`src/pmx_map.svh`:
```
// register offsets, field positions, reset values and timing figures of the power mode block
`ifndef PMX_MAP_SVH
`define PMX_MAP_SVH
`define PMX_ADDR_W 8
`define PMX_OFF_PWR 8'h80
`define PMX_OFF_TCTL 8'h88
`define PMX_OFF_STATUS 8'h8c
`define PMX_OFF_REGCTL 8'hc8
`define PMX_OFF_IRQCFG 8'he4
`define PMX_IRQCFG_RST 8'h01
`define PMX_B_POL 7
`define PMX_B_SEL_HI 6
`define PMX_B_SEL_LO 4
`define PMX_A_POL 3
`define PMX_A_SEL_HI 2
`define PMX_A_SEL_LO 0
`define PMX_PWR_STOP 1
`define PMX_PWR_IDLE 0
`define PMX_PWR_GF_HI 7
`define PMX_PWR_GF_LO 2
`define PMX_REGCTL_OFF 0
`define PMX_TCTL_A_EDGE 0
`define PMX_TCTL_B_EDGE 1
`define PMX_TCTL_LCM_EN 2
`define PMX_RESP_OKAY 2'h0
`define PMX_RESP_SLVERR 2'h2
`define PMX_RESET_VECTOR 16'h0000
`define PMX_CLK_NS 4
`define PMX_RST_SEQ_NS 40
`endif

```
`src/pmx_fix_note_unused.sv`:
```
// no logic of its own: the block lives in the other files

```
`src/pmx_pkg.sv`:
```
// types of the power mode and external interrupt block
package pmx_pkg;
  typedef enum logic [1:0] {
    PMX_RUN = 2'h0,
    PMX_IDLE = 2'h1,
    PMX_STOP = 2'h3,
    PMX_RSEQ = 2'h2
  } pmx_mode_t;

  typedef struct packed {
    pmx_mode_t mode;
    logic [7:0] irqcfg;
    logic [5:0] gp_flags;
    logic reg_off_cfg;
    logic lcm_en;
    logic edge_a;
    logic edge_b;
    logic arm_idle;
    logic arm_stop;
    logic [3:0] rst_cnt;
    logic ext_s1;
    logic ext_s2;
    logic ext_s3;
    logic ext_rst;
    logic pend_a;
    logic pend_b;
    logic awready;
    logic wready;
    logic aw_got;
    logic w_got;
    logic [7:0] awaddr;
    logic [7:0] wdata;
    logic wstrb0;
    logic bvalid;
    logic [1:0] bresp;
    logic arready;
    logic rvalid;
    logic [31:0] rdata;
    logic [1:0] rresp;
    logic cpu_clk_en;
    logic periph_clk_en;
    logic osc_en;
    logic regulator_en;
    logic sys_reset;
    logic irq_a_req;
    logic irq_b_req;
    logic [7:0] xbar_allow;
    logic [15:0] fetch_addr;
  } pmx_state_t;
endpackage : pmx_pkg

```
`src/pmx_irq_detect.sv`:
```
// synchroniser, pin selector, polarity and edge detector of one external interrupt
`timescale 1ns/1ns
module pmx_irq_detect #(
  parameter int PINS = 8
) (
  input wire logic aclk,
  input wire logic aresetn,
  input wire logic [PINS-1:0] pins,
  input wire logic [2:0] pin_select,
  input wire logic active_high,
  output logic active,
  output logic edge_pulse
);
  import pmx_pkg::*;

  typedef struct packed {
    logic [PINS-1:0] s1;
    logic [PINS-1:0] s2;
    logic [PINS-1:0] s3;
    logic [PINS-1:0] filt;
    logic active;
    logic edge_pulse;
  } pmx_det_t;

  pmx_det_t s;
  pmx_det_t next_s;
  logic sel_bit;

  if (PINS < 2 || PINS > 8) begin : g_bad
    $error("pin count must be 2 to 8");
  end

  // every pin is synchronised, so changing the selection never picks up a metastable bit
  always_comb begin
    next_s = s;
    next_s.s1 = pins;
    next_s.s2 = s.s1;
    next_s.s3 = s.s2;
    for (int i = 0; i < PINS; i++) begin
      if (s.s2[i] == s.s3[i]) begin
        next_s.filt[i] = s.s3[i];
      end
    end
    // only sampled, never driven: the pin owner keeps the pin
    sel_bit = (int'(pin_select) < PINS) ? s.filt[pin_select] : 1'b0;
    next_s.active = active_high ? sel_bit : ~sel_bit;
    next_s.edge_pulse = next_s.active & ~s.active;
  end

  always_ff @(posedge aclk) begin
    if (!aresetn) begin
      s <= '0;
      // pins idle high behind their pull-ups; starting there avoids a false edge after reset
      s.s1 <= '1;
      s.s2 <= '1;
      s.s3 <= '1;
      s.filt <= '1;
    end else begin
      s <= next_s;
    end
  end

  assign active = s.active;
  assign edge_pulse = s.edge_pulse;

  a_edge_single: assert property (@(posedge aclk) disable iff (!aresetn)
    s.edge_pulse |=> !s.edge_pulse) else $error("edge pulse longer than one cycle");
  a_edge_follows: assert property (@(posedge aclk) disable iff (!aresetn)
    s.edge_pulse |-> s.active && !$past(s.active)) else $error("edge without activation");
endmodule : pmx_irq_detect

```
`src/pmx_power_ctrl.sv`:
```
// idle and stop power mode controller with external interrupt configuration over axi4-lite
//
// The AXI4-Lite register port was chosen for this implementation.
`timescale 1ns/1ns
`include "pmx_map.svh"
module pmx_power_ctrl #(
  parameter int PINS = 8
) (
  input wire logic aclk,
  input wire logic aresetn,
  input wire logic [7:0] s_axi_awaddr,
  input wire logic s_axi_awvalid,
  output logic s_axi_awready,
  input wire logic [31:0] s_axi_wdata,
  input wire logic [3:0] s_axi_wstrb,
  input wire logic s_axi_wvalid,
  output logic s_axi_wready,
  output logic [1:0] s_axi_bresp,
  output logic s_axi_bvalid,
  input wire logic s_axi_bready,
  input wire logic [7:0] s_axi_araddr,
  input wire logic s_axi_arvalid,
  output logic s_axi_arready,
  output logic [31:0] s_axi_rdata,
  output logic [1:0] s_axi_rresp,
  output logic s_axi_rvalid,
  input wire logic s_axi_rready,
  input wire logic [PINS-1:0] port_pins,
  input wire logic [PINS-1:0] xbar_skip,
  input wire logic instr_done,
  input wire logic [1:0] irq_enable,
  input wire logic other_irq_wake,
  input wire logic vector_ack_a,
  input wire logic vector_ack_b,
  input wire logic wdt_timeout,
  input wire logic lost_clock_timeout,
  input wire logic ext_reset_pin_n,
  output logic cpu_clk_en,
  output logic periph_clk_en,
  output logic osc_en,
  output logic regulator_en,
  output logic sys_reset,
  output logic irq_a_req,
  output logic irq_b_req,
  output logic [PINS-1:0] xbar_allow,
  output logic [15:0] fetch_addr
);
  import pmx_pkg::*;

  localparam int RST_CYC = (`PMX_RST_SEQ_NS + `PMX_CLK_NS - 1) / `PMX_CLK_NS;

  if (PINS != 8) begin : g_bad
    $error("pin select fields and crossbar width serve exactly 8 pins");
  end
  if (RST_CYC < 1 || RST_CYC > 15) begin : g_bad_rst
    $error("reset sequence length does not fit its counter");
  end

  pmx_state_t s;
  pmx_state_t next_s;
  logic act_a;
  logic act_b;
  logic edg_a;
  logic edg_b;
  logic int_rst;
  logic rst_any;
  logic wake;
  logic wr_go;
  logic [7:0] rd_addr;

  pmx_irq_detect #(.PINS(PINS)) u_det_a (
    .aclk(aclk),
    .aresetn(aresetn),
    .pins(port_pins),
    .pin_select(s.irqcfg[`PMX_A_SEL_HI:`PMX_A_SEL_LO]),
    .active_high(s.irqcfg[`PMX_A_POL]),
    .active(act_a),
    .edge_pulse(edg_a)
  );

  pmx_irq_detect #(.PINS(PINS)) u_det_b (
    .aclk(aclk),
    .aresetn(aresetn),
    .pins(port_pins),
    .pin_select(s.irqcfg[`PMX_B_SEL_HI:`PMX_B_SEL_LO]),
    .active_high(s.irqcfg[`PMX_B_POL]),
    .active(act_b),
    .edge_pulse(edg_b)
  );

  function automatic pmx_state_t pmx_soft_reset(input pmx_state_t st);
    pmx_state_t r;
    r = st;
    r.irqcfg = `PMX_IRQCFG_RST;
    r.gp_flags = '0;
    r.reg_off_cfg = 1'b0;
    r.lcm_en = 1'b0;
    r.edge_a = 1'b0;
    r.edge_b = 1'b0;
    r.arm_idle = 1'b0;
    r.arm_stop = 1'b0;
    r.pend_a = 1'b0;
    r.pend_b = 1'b0;
    return r;
  endfunction : pmx_soft_reset

  always_comb begin
    next_s = s;
    rd_addr = s_axi_araddr;
    wr_go = s.aw_got && s.w_got && !s.bvalid;
    // internal reset sources; the watchdog decides itself whether it is enabled
    int_rst = wdt_timeout || (s.lcm_en && lost_clock_timeout);
    // regulator down in stop: internal sources cannot wake the device
    if (s.mode == PMX_STOP && s.reg_off_cfg) begin
      int_rst = 1'b0;
    end
    rst_any = int_rst || s.ext_rst;
    wake = ((irq_a_req && irq_enable[0]) || (irq_b_req && irq_enable[1]) || other_irq_wake);

    // external reset pin through three flops; level counts when the last two agree
    next_s.ext_s1 = ~ext_reset_pin_n;
    next_s.ext_s2 = s.ext_s1;
    next_s.ext_s3 = s.ext_s2;
    if (s.ext_s2 == s.ext_s3) begin
      next_s.ext_rst = s.ext_s3;
    end

    // interrupt flags run in idle, frozen in stop since their clock is halted
    if (s.mode != PMX_STOP) begin
      next_s.pend_a = (s.pend_a && !vector_ack_a) || edg_a;
      next_s.pend_b = (s.pend_b && !vector_ack_b) || edg_b;
    end

    // axi write: address and data taken in either order, response after both
    if (s_axi_awvalid && s.awready) begin
      next_s.awaddr = s_axi_awaddr;
      next_s.aw_got = 1'b1;
      next_s.awready = 1'b0;
    end
    if (s_axi_wvalid && s.wready) begin
      next_s.wdata = s_axi_wdata[7:0];
      next_s.wstrb0 = s_axi_wstrb[0];
      next_s.w_got = 1'b1;
      next_s.wready = 1'b0;
    end
    if (wr_go) begin
      next_s.bvalid = 1'b1;
      next_s.bresp = `PMX_RESP_OKAY;
      case (s.awaddr)
        `PMX_OFF_PWR: begin
          if (s.wstrb0) begin
            next_s.gp_flags = s.wdata[`PMX_PWR_GF_HI:`PMX_PWR_GF_LO];
            next_s.arm_idle = s.wdata[`PMX_PWR_IDLE];
            next_s.arm_stop = s.wdata[`PMX_PWR_STOP];
          end
        end
        `PMX_OFF_IRQCFG: begin
          if (s.wstrb0) begin
            next_s.irqcfg = s.wdata;
          end
        end
        `PMX_OFF_REGCTL: begin
          if (s.wstrb0) begin
            next_s.reg_off_cfg = s.wdata[`PMX_REGCTL_OFF];
          end
        end
        `PMX_OFF_TCTL: begin
          if (s.wstrb0) begin
            next_s.edge_a = s.wdata[`PMX_TCTL_A_EDGE];
            next_s.edge_b = s.wdata[`PMX_TCTL_B_EDGE];
            next_s.lcm_en = s.wdata[`PMX_TCTL_LCM_EN];
          end
        end
        `PMX_OFF_STATUS: begin
        end
        default: begin
          next_s.bresp = `PMX_RESP_SLVERR;
        end
      endcase
    end
    if (s.bvalid && s_axi_bready) begin
      next_s.bvalid = 1'b0;
      next_s.aw_got = 1'b0;
      next_s.w_got = 1'b0;
      next_s.awready = 1'b1;
      next_s.wready = 1'b1;
    end

    // axi read: one cycle from address to data
    if (s_axi_arvalid && s.arready) begin
      next_s.arready = 1'b0;
      next_s.rvalid = 1'b1;
      next_s.rresp = `PMX_RESP_OKAY;
      next_s.rdata = '0;
      case (rd_addr)
        `PMX_OFF_PWR: next_s.rdata[7:0] = {s.gp_flags, 2'h0};
        `PMX_OFF_IRQCFG: next_s.rdata[7:0] = s.irqcfg;
        `PMX_OFF_REGCTL: next_s.rdata[`PMX_REGCTL_OFF] = s.reg_off_cfg;
        `PMX_OFF_TCTL: next_s.rdata[7:0] = {5'h00, s.lcm_en, s.edge_b, s.edge_a};
        `PMX_OFF_STATUS: next_s.rdata[7:0] = {3'h0, s.regulator_en, s.irq_b_req, s.irq_a_req,
                                              s.mode};
        default: next_s.rresp = `PMX_RESP_SLVERR;
      endcase
    end
    if (s.rvalid && s_axi_rready) begin
      next_s.rvalid = 1'b0;
      next_s.arready = 1'b1;
    end

    // power mode sequencing
    case (s.mode)
      PMX_RUN: begin
        if (rst_any) begin
          next_s.mode = PMX_RSEQ;
        end else if (instr_done && s.arm_stop) begin
          next_s.mode = PMX_STOP;
          next_s.arm_stop = 1'b0;
          next_s.arm_idle = 1'b0;
        end else if (instr_done && s.arm_idle) begin
          next_s.mode = PMX_IDLE;
        end
      end
      PMX_IDLE: begin
        if (rst_any) begin
          next_s.mode = PMX_RSEQ;
        end else if (wake) begin
          // the cpu resumes where it stopped, so return lands after the idle write
          next_s.mode = PMX_RUN;
          next_s.arm_idle = 1'b0;
        end
      end
      PMX_STOP: begin
        // interrupts are deliberately not looked at here
        if (rst_any) begin
          next_s.mode = PMX_RSEQ;
        end
      end
      PMX_RSEQ: begin
        if (s.rst_cnt == 4'(RST_CYC - 1)) begin
          next_s.mode = PMX_RUN;
        end
      end
      default: begin
        next_s.mode = PMX_RSEQ;
      end
    endcase

    if (next_s.mode == PMX_RSEQ) begin
      next_s = pmx_soft_reset(next_s);
      next_s.rst_cnt = (s.mode == PMX_RSEQ) ? s.rst_cnt + 4'h1 : 4'h0;
    end else begin
      next_s.rst_cnt = 4'h0;
    end

    next_s.sys_reset = (next_s.mode == PMX_RSEQ);
    next_s.fetch_addr = `PMX_RESET_VECTOR;
    next_s.cpu_clk_en = (next_s.mode == PMX_RUN);
    next_s.periph_clk_en = (next_s.mode != PMX_STOP);
    next_s.osc_en = (next_s.mode != PMX_STOP);
    next_s.regulator_en = !(next_s.mode == PMX_STOP && s.reg_off_cfg);
    next_s.irq_a_req = next_s.edge_a ? next_s.pend_a : act_a;
    next_s.irq_b_req = next_s.edge_b ? next_s.pend_b : act_b;
    next_s.xbar_allow = ~xbar_skip;
  end

  always_ff @(posedge aclk) begin
    if (!aresetn) begin
      s <= pmx_soft_reset('0);
      s.awready <= 1'b1;
      s.wready <= 1'b1;
      s.arready <= 1'b1;
      s.cpu_clk_en <= 1'b1;
      s.periph_clk_en <= 1'b1;
      s.osc_en <= 1'b1;
      s.regulator_en <= 1'b1;
    end else begin
      s <= next_s;
    end
  end

  assign s_axi_awready = s.awready;
  assign s_axi_wready = s.wready;
  assign s_axi_bvalid = s.bvalid;
  assign s_axi_bresp = s.bresp;
  assign s_axi_arready = s.arready;
  assign s_axi_rvalid = s.rvalid;
  assign s_axi_rdata = s.rdata;
  assign s_axi_rresp = s.rresp;
  assign cpu_clk_en = s.cpu_clk_en;
  assign periph_clk_en = s.periph_clk_en;
  assign osc_en = s.osc_en;
  assign regulator_en = s.regulator_en;
  assign sys_reset = s.sys_reset;
  assign irq_a_req = s.irq_a_req;
  assign irq_b_req = s.irq_b_req;
  assign xbar_allow = s.xbar_allow;
  assign fetch_addr = s.fetch_addr;

  a_stop_no_wake: assert property (@(posedge aclk) disable iff (!aresetn)
    (s.mode == PMX_STOP && wake && !rst_any) |=> s.mode == PMX_STOP)
    else $error("interrupt woke the device from stop");
  a_idle_irq_wake: assert property (@(posedge aclk) disable iff (!aresetn)
    (s.mode == PMX_IDLE && wake && !rst_any) |=> (s.mode == PMX_RUN && s.cpu_clk_en))
    else $error("enabled interrupt did not end idle");
  a_idle_entry: assert property (@(posedge aclk) disable iff (!aresetn)
    (s.mode == PMX_RUN && instr_done && s.arm_idle && !s.arm_stop && !rst_any)
    |=> (s.mode == PMX_IDLE && !s.cpu_clk_en && s.periph_clk_en))
    else $error("idle not entered after the instruction ended");
  a_regoff_blocks_int: assert property (@(posedge aclk) disable iff (!aresetn)
    (s.mode == PMX_STOP && s.reg_off_cfg && !s.ext_rst) |=> s.mode == PMX_STOP)
    else $error("internal reset woke a stop with regulator off");
  a_regoff_drop: assert property (@(posedge aclk) disable iff (!aresetn)
    (s.mode == PMX_STOP) |-> (s.regulator_en == !s.reg_off_cfg))
    else $error("regulator state in stop is wrong");
  a_pwr_read_zero: assert property (@(posedge aclk) disable iff (!aresetn)
    (s_axi_arvalid && s.arready && s_axi_araddr == `PMX_OFF_PWR)
    |=> (s.rvalid && s.rdata[1:0] == 2'h0)) else $error("mode select bits read nonzero");
  a_reset_seq_len: assert property (@(posedge aclk) disable iff (!aresetn)
    $rose(s.sys_reset) |-> (s.sys_reset && s.fetch_addr == `PMX_RESET_VECTOR) [*8])
    else $error("reset sequence shorter than expected");
  a_xbar_skip: assert property (@(posedge aclk) disable iff (!aresetn)
    aresetn |=> s.xbar_allow == ~$past(xbar_skip)) else $error("skipped pin still routed");
  a_pend_set_wins: assert property (@(posedge aclk) disable iff (!aresetn)
    (edg_a && vector_ack_a && s.mode != PMX_STOP && next_s.mode != PMX_RSEQ) |=> s.pend_a)
    else $error("edge lost against vector clear");
endmodule : pmx_power_ctrl

```
`config.mk`:
```
export PLATFORM = sky130hd
export DESIGN_NAME = pmx_power_ctrl
export DESIGN_NICKNAME = d
export VERILOG_FILES = /design/src/pmx_fix_note_unused.sv /design/src/pmx_pkg.sv /design/src/pmx_irq_detect.sv /design/src/pmx_power_ctrl.sv
export VERILOG_INCLUDE_DIRS = /design/src
export SDC_FILE = /design/constraint.sdc
export NUM_CORES = 1
export LEC_CHECK = 0
export ABC_AREA = 1
export BUFFER_PORTS_ARGS = -buffer_cell sky130_fd_sc_hd__buf_2
export CAP_MARGIN = 10
export CORE_ASPECT_RATIO = 1.1
export CORE_UTILIZATION = 55
export CTS_CLUSTER_SIZE = 8
export DETAILED_ROUTE_END_ITERATION = 10
export PLACE_DENSITY = 0.85
export SLEW_MARGIN = 20
export SYNTH_ARGS = -nofsm -noshare
export SYNTH_HDL_FRONTEND = slang
export SYNTH_SLANG_ARGS = --single-unit
```
`constraint.sdc`:
```
create_clock -name aclk -period 3.8 [get_ports aclk]
set_input_delay 0.38 -clock aclk [delete_from_list [all_inputs] [get_ports aclk]]
set_output_delay 0.38 -clock aclk [all_outputs]
set_load 0.05 [all_outputs]
```
==> reports/metrics.cfg, run 1 <==
[status]
status = finished clean

[yosys]
ys_ff_latch = 116
yosysSeqAreaShare_pct = 47.2
synthTopCellsByArea = dfxtp_1, buf_4, nand2_1
yosysMostFrequentCell = nand2_1
synth_area_sq_mm = 0.00492
async_flop_share_pct = 0
yosys_warnings = 0
synth_cell_type_count = 33
synthTopCellsByCount = nand2_1, dfxtp_1, nor2_1, buf_4, inv_1
yosys.area.top_type = dfxtp_1
syn_inst = 635
yosysTopAreaCellShare_pct = 47.2
synth_top_flop_cell = dfxtp_1
avgSynthCellArea_sq_um = 7.75
synth_edf_count = 0

[die]
core_sq_mm = 0.00854
die_w_um = 92.2
die_area_sq_mm = 0.00933
io_pins = 156
die_h_um = 101
row_count = 35
start_util_pct = 57.6

[cts]
cts_buffers = 17
cts_resized = 0
htree_levels = 4
postCtsHoldBufs = 0
clock_latency_ps = 510
post-cts-setup-buffers = 0
clockBufferDepth = 2
cts_sinks = 116
cts_root_buf = clkbuf_8
cts_tree = done
clk_pin_slew_worst_paths_ps = 60

[final_layout]
drive_above_1_share_pct = 22.2
final_nets = 790
antenna_cells = 0
final_cells = 827
syn_to_final_growth_pct = 17.0

[timing]
fmax_ghz = 0.511
post-route-period-util_pct = 51.5
setup_viol = 0
timing.slew.headroom_pct = 43.8
hold_violations = 0
rsz0062_at_grt = no
slew_violations = 0
min_period_ps = 1960
timing.final.ws_setup_ps = 1840
worst_pin_slew_ps = 840
clock_skew_ps = 16.6
tns_ps = 0

[critical_path]
cpMostUsedCell = nand4_1
cp_top_family = simple AND/OR/NAND/NOR gates
r2r_slack_ps = 1840
crit_start = s_axi_bvalid$_SDFFE_PP0N_
endpoint = s[113]$_SDFFE_PP1P_
cp_slowest_stage_delay_ps = 530
start_kind = register
reg2reg_from = s_axi_bvalid$_SDFFE_PP0N_
crit_arrival_ps = 2320
critPathSlowestCell = nor2_2
ff2ff_path_depth = 6
cp.depth = 6
crit_buf_inv = 1
path_max_fanout = 15
crit_chain = inv_1 -> nand3_1 -> nor2_2 -> nand4_1 -> nand2_1 -> nand4_1
worstReg2RegEnd = s[113]$_SDFFE_PP1P_
required_ps = 4160
end_kind = register
critPathKind = reg2reg

[route]
wire_per_inst_um = 12.1
drt_wl_total_um = 10000
route.top_layer_used = met4
drc = 0
antenna_left = 0
first_iter_violations = 238
num_vias = 4185
met1_length_um = 4160
drt_pass1_iterations = 5
via_per_inst = 5.06
dr_wl_met3_um = 676
wl_met2_um = 4940

[power_and_ir_drop]
powerDensity_mw_per_mm2 = 571
seq_power_share_pct = 39.2
clockPowerShare_pct = 51.7
cellInternalPower_mw = 2.50
p_switching_mw = 0.781
leakage_nw = 2.59
p_sw_share_pct = 23.8
ir_drop_mv = 0.385
combPwrFrac_pct = 9.1

[grt]
grt_pass1_wl_um = 16700
grtUsageTotal_pct = 22.9
grt_antenna_before_repair = 0
grt_pass1_vias = 3840
grt-ovfl-total = 0
grt_max_degree = 34

[placement]
place_ws_ps = 1670
dp_cells = 796
hpwlAfterDp_um = 6940
gp_congestion = 0.857
io_buffers = 86

[flow_run]
maxCapViolCount = 0

[worst_hold_path]
hold_class = in2reg

[metrics by stage]
step	hold WS, ps	power [mW]	area (sq um)	utilization [%]
after global routing	3.20	3.39	5760	67.4
after CTS	1.01	3.30	5760	67.4
after floorplan	390	1.59	5070	-
after detailed placement	399	1.61	5120	59.9
final	16.8	3.29	5760	67.4
after global placement	393	1.60	5120	59.9
[registers in the layout, summed over array words and instances (netlist names)]
name,cells
u_det_a.next_s,16
s_axi_awready,1
irq_a_req,1
regulator_en,1
u_det_b.edge_pulse,1
osc_en,1
s_axi_rvalid,1
s_axi_bvalid,1
s_axi_rresp,1
s_axi_arready,1
s_axi_wready,1
irq_b_req,1
u_det_a.edge_pulse,1
s_axi_bresp,1
xbar_allow,8
cpu_clk_en,1
s_axi_rdata,8
u_det_b.s,2
u_det_a.active,1
s,51
u_det_a.s,14
u_det_b.active,1
sys_reset,1
[area by class of cell]
class,instances,area [sq um]
multi-input cells,427,2010
inverters,55,206
clock inverters,9,175
clock buffers,22,463
well taps,111,139
fillers,687,2780
flip-flops and latches,116,2320
repair buffers,87,438
[power groups by stage]
stage	clock network, mW	registers (mW)	logic, mW
final	1.70	1.29	0.298
after global routing	1.77	1.29	0.324
after CTS	1.71	1.29	0.299
after detailed placement	0	1.31	0.297
after global placement	0	1.31	0.291
after floorplan	0	1.33	0.259
[placed cells by master (no fill, tap or decap), drive strengths merged]
master / count
xnor2: 1
o21ai: 38
nand3b: 1
xor2: 1
nor3: 6
nand3: 46
clkbuf: 22
dfxtp: 116
a21oi: 44
ha: 2
nand4: 12
o211ai: 7
a31oi: 2
clkinv: 4
bufinv: 5
nand2: 123
or2: 24
nor2: 77
clkinvlp: 2
conb: 42
buf: 87
inv: 53
o21a: 1
[worst reg2reg max path, stage by stage (launching register included)]
cell and delay, ps:
dfxtp_1 330, inv_1 70, nand3_1 160, nor2_2 530, nand4_1 470, nand2_1 160
nand4_1 90
[logic make-up after synthesis]
kind of cell / count (synthesis) / share of synthesized area (%)
fa+ha+maj: 2 / 0.509
xor+xnor: 2 / 0.356
flops: 116 / 47.2
other cells: 1 / 0.0762
buf+inv: 133 / 15.0
simple gates: 289 / 26.4
compound gates: 92 / 10.4
[how the worst min path moves through the flow]
stage | start | end | slack [ps] | depth (start not counted)
finish | xbar_skip[1] | xbar_allow[1]$_SDFF_PN0_ | 20 | 2
global placement | s[96]$_SDFF_PN0_ | s[95]$_SDFF_PN0_ | 390 | 2
floorplan | s[96]$_SDFF_PN0_ | s[95]$_SDFF_PN0_ | 390 | 2
CTS | xbar_skip[1] | xbar_allow[1]$_SDFF_PN0_ | 1 | 2
detailed placement | u_det_a.next_s[20]$_SDFF_PN1_ | u_det_a.next_s[12]$_SDFF_PN1_ | 400 | 1
global route | xbar_skip[3] | xbar_allow[3]$_SDFF_PN0_ | 3 | 2
[per-layer routing]
layer	global-route usage, %	vias to the layer above
met5	0	-
met4	13.1	0
met3	5.86	22
met2	40.0	192
met1	25.4	1900
li1	-	2071
No activity file was read; power rests on OpenSTA's default activity.
==> run 2, diff against run 1 <==
--- a/config.mk
+++ b/config.mk
@@ -10,10 +10,10 @@
 export BUFFER_PORTS_ARGS = -buffer_cell sky130_fd_sc_hd__buf_2
 export CAP_MARGIN = 10
 export CORE_ASPECT_RATIO = 1.1
-export CORE_UTILIZATION = 55
+export CORE_UTILIZATION = 46
 export CTS_CLUSTER_SIZE = 8
 export DETAILED_ROUTE_END_ITERATION = 10
-export PLACE_DENSITY = 0.85
+export PLACE_DENSITY = 0.76
 export SLEW_MARGIN = 20
 export SYNTH_ARGS = -nofsm -noshare
 export SYNTH_HDL_FRONTEND = slang
==> constraint.sdc (replaced) <==
create_clock -name aclk -period 1.6 [get_ports aclk]
set_input_delay 0.16 -clock aclk [delete_from_list [all_inputs] [get_ports aclk]]
set_output_delay 0.16 -clock aclk [all_outputs]
set_load 0.05 [all_outputs]
==> run 2 against run 1 <==
Against the previous run:
- die area grew 19%
- fmax is 31% higher
- power rose by 130%
- first-iteration DRC count decreased by 11%
- cell count increased by 7.4%
- register-to-register slack worse by 1700 ps
- critical path depth stayed put
- wire length rose by 3.8%
- clock power increased by 120%
- clock skew down 6.1 ps
- critical path type unchanged
==> reports/metrics.cfg, run 2 (synthesis gave the netlist of run 1 again) <==
[critical_path]
end_kind = register  ; unchanged
cpMostUsedCell = nand3_2  ; was nand4_1
start_kind = register  ; unchanged
required_ps = 1920  ; was 4160 ps
critPathKind = reg2reg  ; unchanged
path_max_fanout = 19  ; was 15
crit_chain = nand3_2 -> a21oi_2 -> nand3_2 -> nand3_4 -> nand2_8 -> a21oi_1  ; was inv_1 -> nand3_1 -> nor2_2 -> nand4_1 -> nand2_1 -> nand4_1
crit_arrival_ps = 1810  ; was 2320 ps
cp_slowest_stage_delay_ps = 410  ; was 530 ps
critPathSlowestCell = dfxtp_2  ; was nor2_2

[route]
wire_per_inst_um = 11.7  ; was 12.1 um
drc = 0  ; unchanged
drt_pass1_iterations = 6  ; was 5
via_per_inst = 4.79  ; was 5.06
drt_wl_total_um = 10400  ; was 10,000 um
first_iter_violations = 212  ; was 238
num_vias = 4250  ; was 4,185
antenna_left = 0  ; unchanged

[placement]
hpwlAfterDp_um = 7370  ; was 6940 um
dpl_cell_area_sq_mm = 0.00524  ; was 0.00512 sq mm
gp_congestion = 0.845  ; was 0.857
dp_cells = 837  ; was 796
io_buffers = 86  ; unchanged

[cts]
clockBufferDepth = 2  ; unchanged
cts_tree = done  ; unchanged
clk_pin_slew_worst_paths_ps = 60  ; about the same
cts_sinks = 116  ; unchanged
clock_latency_ps = 400  ; was 510 ps
cts_root_buf = clkbuf_16  ; was clkbuf_8
cts_buffers = 17  ; unchanged
htree_levels = 4  ; unchanged

[final_layout]
drive_above_1_share_pct = 23.9  ; was 22.2%
antenna_cells = 0  ; unchanged
final_cells = 888  ; was 827
layout_commonest_cell = nand2_1  ; unchanged
stdcell_area_sq_mm = 0.00605  ; was 0.00576 sq mm
nFillCells = 948  ; was 687
largest_register_ffs = 51  ; unchanged
mostFrequentLayoutCells = nand2_1, dfxtp_1, buf_2, nor2_1, inv_1  ; unchanged
syn_to_final_growth_pct = 23.0  ; was 17.0%
final_nets = 818  ; was 790
top_register = s  ; unchanged

[timing]
tns_ps = 0  ; unchanged
post-route-period-util_pct = 93.1  ; was 51.5%
min_period_ps = 1490  ; was 1960 ps
finalHoldWorstSlack_ps = 5.60  ; was 16.8 ps
setup_viol = 0  ; unchanged
slew_violations = 0  ; unchanged
hold_violations = 0  ; unchanged
fmax_ghz = 0.671  ; was 0.511 GHz
rsz0062_at_grt = no  ; unchanged
clock_skew_ps = 10.5  ; was 16.6 ps

[die]
io_pins = 156  ; unchanged
die_w_um = 101  ; was 92.2 um
die_h_um = 110  ; was 101 um
row_count = 39  ; was 35
core_sq_mm = 0.0104  ; was 0.00854 sq mm
start_util_pct = 47.3  ; was 57.6%
die_area_sq_mm = 0.0111  ; was 0.00933 sq mm

[grt]
grt_pass1_vias = 4020  ; was 3,840
grt_pass1_wl_um = 17400  ; was 16,700 um
grt-ovfl-total = 0  ; unchanged
grt_max_degree = 45  ; was 34
grt_antenna_before_repair = 0  ; unchanged
grtUsageTotal_pct = 19.5  ; was 22.9%

[power_and_ir_drop]
leakage_nw = 2.69  ; was 2.59 nW
ir_drop_mv = 0.632  ; was 0.385 mV
powerDensity_mw_per_mm2 = 1240  ; was 571 mW/mm^2

[flow_run]
maxCapViolCount = 0  ; unchanged

[status]
status = finished clean  ; unchanged

[worst_hold_path]
hold_class = in2reg  ; unchanged

==> run 2: metal layers <==
metal | wire length [um] | part of all wire (%) | track usage (%)
met5 | 0 | 0 | 0
met4 | 217 | 2.1 | 8.60
met3 | 599 | 5.8 | 4.75
met2 | 5120 | 49 | 33.1
met1 | 4480 | 43 | 23.2
==> run 2: worst paths after layout <==
check | slack (ps) | from | end | cells after the start
min reg2reg | 410 | u_det_a.next_s[23]$_SDFF_PN1_ | u_det_a.next_s[15]$_SDFF_PN1_ | 1
min | 6 | s_axi_awaddr[4] | s[83]$_SDFFE_PN0P_ | 3
max | 110 | s[122]$_SDFF_PN0_ | s[118]$_SDFFE_PP0P_ | 6
max reg2reg | 110 | s[122]$_SDFF_PN0_ | s[118]$_SDFFE_PP0P_ | 6
==> run 2: timing repair <==
item	4_1_cts	5_1_grt
hold endpoints to repair	18	0
gates resized for setup	0	9
hold buffers	18	0
endpoints found under the setup margin	0	28
setup buffers	0	1
==> run 2: final cells by class <==
type / instances / area [sq um] / area share (%)
well taps: 143 / 179 / 2.96
flip-flops and latches: 116 / 2320 / 38.4
clock inverters: 11 / 126 / 2.09
inverters: 55 / 206 / 3.41
clock buffers: 21 / 470 / 7.77
multi-input cells: 427 / 2040 / 33.7
repair buffers: 115 / 706 / 11.7
==> run 2: worst max-delay path: cells and delay by family (launching register included) <==
kind,cells,cell delay (ps)
AND/OR/NAND/NOR,4,610
flip-flops,1,410
AO/OA/AOI/OAI,2,380
==> run 2: where the power goes <==
part	switching (mW)	total [mW]	internal [mW]
registers	0.0638	3.06	3.00
clock network	1.29	3.70	2.42
logic	0.569	0.771	0.202
==> run 2: per-stage QoR <==
stage	total power, mW	setup slack, ps	utilization (%)
2_1_floorplan	3.77	37.2	-
3_3_place_gp	3.82	122	50.4
3_5_place_dp	3.84	57.3	50.4
4_1_cts	7.57	19.8	57.9
5_1_grt	7.81	8.25	58.2
6_report	7.53	111	58.2
==> run 3, diff against run 2 <==
--- a/config.mk
+++ b/config.mk
@@ -13,6 +13,7 @@
 export CORE_UTILIZATION = 46
 export CTS_CLUSTER_SIZE = 8
 export DETAILED_ROUTE_END_ITERATION = 10
+export GPL_TIMING_DRIVEN = 0
 export PLACE_DENSITY = 0.76
 export SLEW_MARGIN = 20
 export SYNTH_ARGS = -nofsm -noshare
==> run 3 against run 2 <==
Against the previous run:
- critical path depth up 3
- sequential share of layout area down 2.3 points
- power down 3.8%
- critical endpoint is now u_det_a.edge_pulse$_SDFF_PN0_
- largest power group unchanged
==> reports/metrics.cfg, run 3 (synthesis gave the netlist of run 1 again) <==
[timing]
fmax_ghz = 0.661  ; was 0.671 GHz
timing.slew.headroom_pct = 62.6
worst_pin_slew_ps = 561
finalHoldWorstSlack_ps = 5.11  ; was 5.60 ps
timing.final.ws_setup_ps = 86.7  ; was 111 ps
min_period_ps = 1510  ; was 1490 ps
tns_ps = 0  ; unchanged
hold_violations = 0  ; unchanged
post-route-period-util_pct = 94.6  ; was 93.1%
setup_viol = 0  ; unchanged
slew_violations = 0  ; unchanged
clock_skew_ps = 9.36  ; was 10.5 ps

[cts]
cts_sinks = 116  ; unchanged
clk_pin_slew_worst_paths_ps = 50  ; was 60 ps
clockBufferDepth = 2  ; unchanged
clock_latency_ps = 410  ; was 400 ps
cts_root_buf = clkbuf_16  ; unchanged
cts_buffers = 17  ; unchanged
cts_tree = done  ; unchanged
htree_levels = 4  ; unchanged

[grt]
grt.met2_usage_pct = 34.3  ; was 33.1%
grt_pass1_wl_um = 18200  ; was 17,400 um
grt-ovfl-total = 0  ; unchanged
grt_antenna_before_repair = 0  ; unchanged
use_met3_pct = 4.62  ; was 4.75%
grt_pass1_vias = 4093  ; was 4,020
grt_max_degree = 17  ; was 45
grtUsageTotal_pct = 21.0  ; was 19.5%
grt_most_used_layer = met2  ; unchanged
grtUsageMet1_pct = 25.5  ; was 23.2%

[route]
first_iter_violations = 279  ; was 212
wire_per_inst_um = 11.9  ; was 11.7 um
drt_wl_total_um = 11400  ; was 10,400 um
drc = 0  ; unchanged
antenna_left = 0  ; unchanged
via_per_inst = 4.68  ; was 4.79
drt_pass1_iterations = 5  ; was 6
num_vias = 4476  ; was 4,250

[final_layout]
drive_above_1_share_pct = 28.3  ; was 23.9%
top_register = s  ; unchanged
final_cells = 957  ; was 888
layout_commonest_cell = nand2_1  ; unchanged
syn_to_final_growth_pct = 31.1  ; was 23.0%
largest_register_ffs = 51  ; unchanged
final_nets = 889  ; was 818
antenna_cells = 0  ; unchanged
mostFrequentLayoutCells = nand2_1, dfxtp_1, buf_2, nor2_1, buf_4  ; was nand2_1, dfxtp_1, buf_2, nor2_1, inv_1

[die]
die_w_um = 101  ; unchanged
core_sq_mm = 0.0104  ; unchanged
die_h_um = 110  ; unchanged
io_pins = 156  ; unchanged
row_count = 39  ; unchanged
start_util_pct = 47.3  ; unchanged
die_area_sq_mm = 0.0111  ; unchanged

[critical_path]
cp_top_family = simple AND/OR/NAND/NOR gates  ; unchanged
cpMostUsedCell = nand2_1  ; was nand3_2
crit_arrival_ps = 1850  ; was 1810 ps
start_kind = register  ; unchanged
crit_buf_inv = 2  ; was 0
cp_slowest_stage_delay_ps = 390  ; was 410 ps
path_max_fanout = 9  ; was 19
required_ps = 1930  ; was 1920 ps
end_kind = register  ; unchanged
critPathSlowestCell = clkbuf_1  ; was dfxtp_2
crit_chain = clkbuf_1 -> inv_1 -> nand2_1 -> nand3_1 -> nand3_1 -> nand2_1 -> nand2_1 -> nand2_1 -> nor3_1  ; was nand3_2 -> a21oi_2 -> nand3_2 -> nand3_4 -> nand2_8 -> a21oi_1
critPathKind = reg2reg  ; unchanged

[flow_run]
maxCapViolCount = 0  ; unchanged

[worst_hold_path]
hold_class = in2reg  ; unchanged

[placement]
io_buffers = 86  ; unchanged
dp_cells = 905  ; was 837
gp_congestion = 0.890  ; was 0.845
hpwlAfterDp_um = 8170  ; was 7370 um
place_ws_ps = -127  ; was 57.3 ps

[power_and_ir_drop]
powerDensity_mw_per_mm2 = 1120  ; was 1240 mW/mm^2
ir_drop_mv = 0.739  ; was 0.632 mV
totalPowerFinal_mw = 7.24  ; was 7.53 mW
leakage_nw = 2.99  ; was 2.69 nW

[status]
status = finished clean  ; unchanged

## run 3: changes by cell type in the layout (fill, tap and decap cells not counted), moves of 2 or more
cell        delta
bufinv_16      -2
clkinvlp_4     -3
buf_4         +54
buf_2          +3
clkinv_2       +2
dfxtp_1        -2
clkbuf_1      +16
dfxtp_2        +2
clkinv_4       -2
## run 3: worst paths after layout
kind,start,to,slack (ps),cells past startpoint
worst max-delay path,s[113]$_SDFFE_PP1P_,u_det_a.edge_pulse$_SDFF_PN0_,90,9
worst min-delay path,s_axi_wdata[6],s[77]$_SDFFE_PN0P_,5,3
worst max register to register,s[113]$_SDFFE_PP1P_,u_det_a.edge_pulse$_SDFF_PN0_,90,9
worst min register to register,u_det_a.next_s[23]$_SDFF_PN1_,u_det_a.next_s[15]$_SDFF_PN1_,410,1
## run 3: tightest hold or removal path: cells and delay by family
family / cells / cell delay, ps
buffers and inverters: 1 / 70
AO/OA/AOI/OAI: 1 / 70
AND/OR/NAND/NOR: 1 / 80
## run 3: layout make-up
| type | count | area [sq um] |
|---|---|---|
| buffer | 78 | 533 |
| multi-input combinational | 427 | 2050 |
| tap | 143 | 179 |
| clock inverter | 5 | 27.5 |
| timing repair buffer | 108 | 643 |
| sequential | 116 | 2330 |
| clock buffer | 25 | 485 |
| fill | 920 | 3950 |
| inverter | 55 | 206 |
## run 3: routing by layer
layer	share of wire, %	routed length, um
met3	6.1	701
met1	44	5010
met2	47	5390
met4	2.6	301
met5	0	0
## run 3: timing repair
item / CTS / global route
hold buffers: 19 / 0
setup buffers: 0 / 3
setup endpoints to repair: 0 / 25
gates resized for setup: 0 / 11
endpoints found under the hold margin: 19 / 0
## run 3: power by group
group / switching (mW) / internal (mW)
Combinational: 0.599 / 0.291
Sequential: 0.0642 / 3.00
Clock: 1.22 / 2.07
Total: 1.89 / 5.36
## run 3: through the flow
step	utilization (%)	instance area, sq um
global route	62.0	6450
CTS	61.4	6390
floorplan	-	5070
finish	62.0	6450
detailed placement	54.7	5680
global placement	54.7	5680
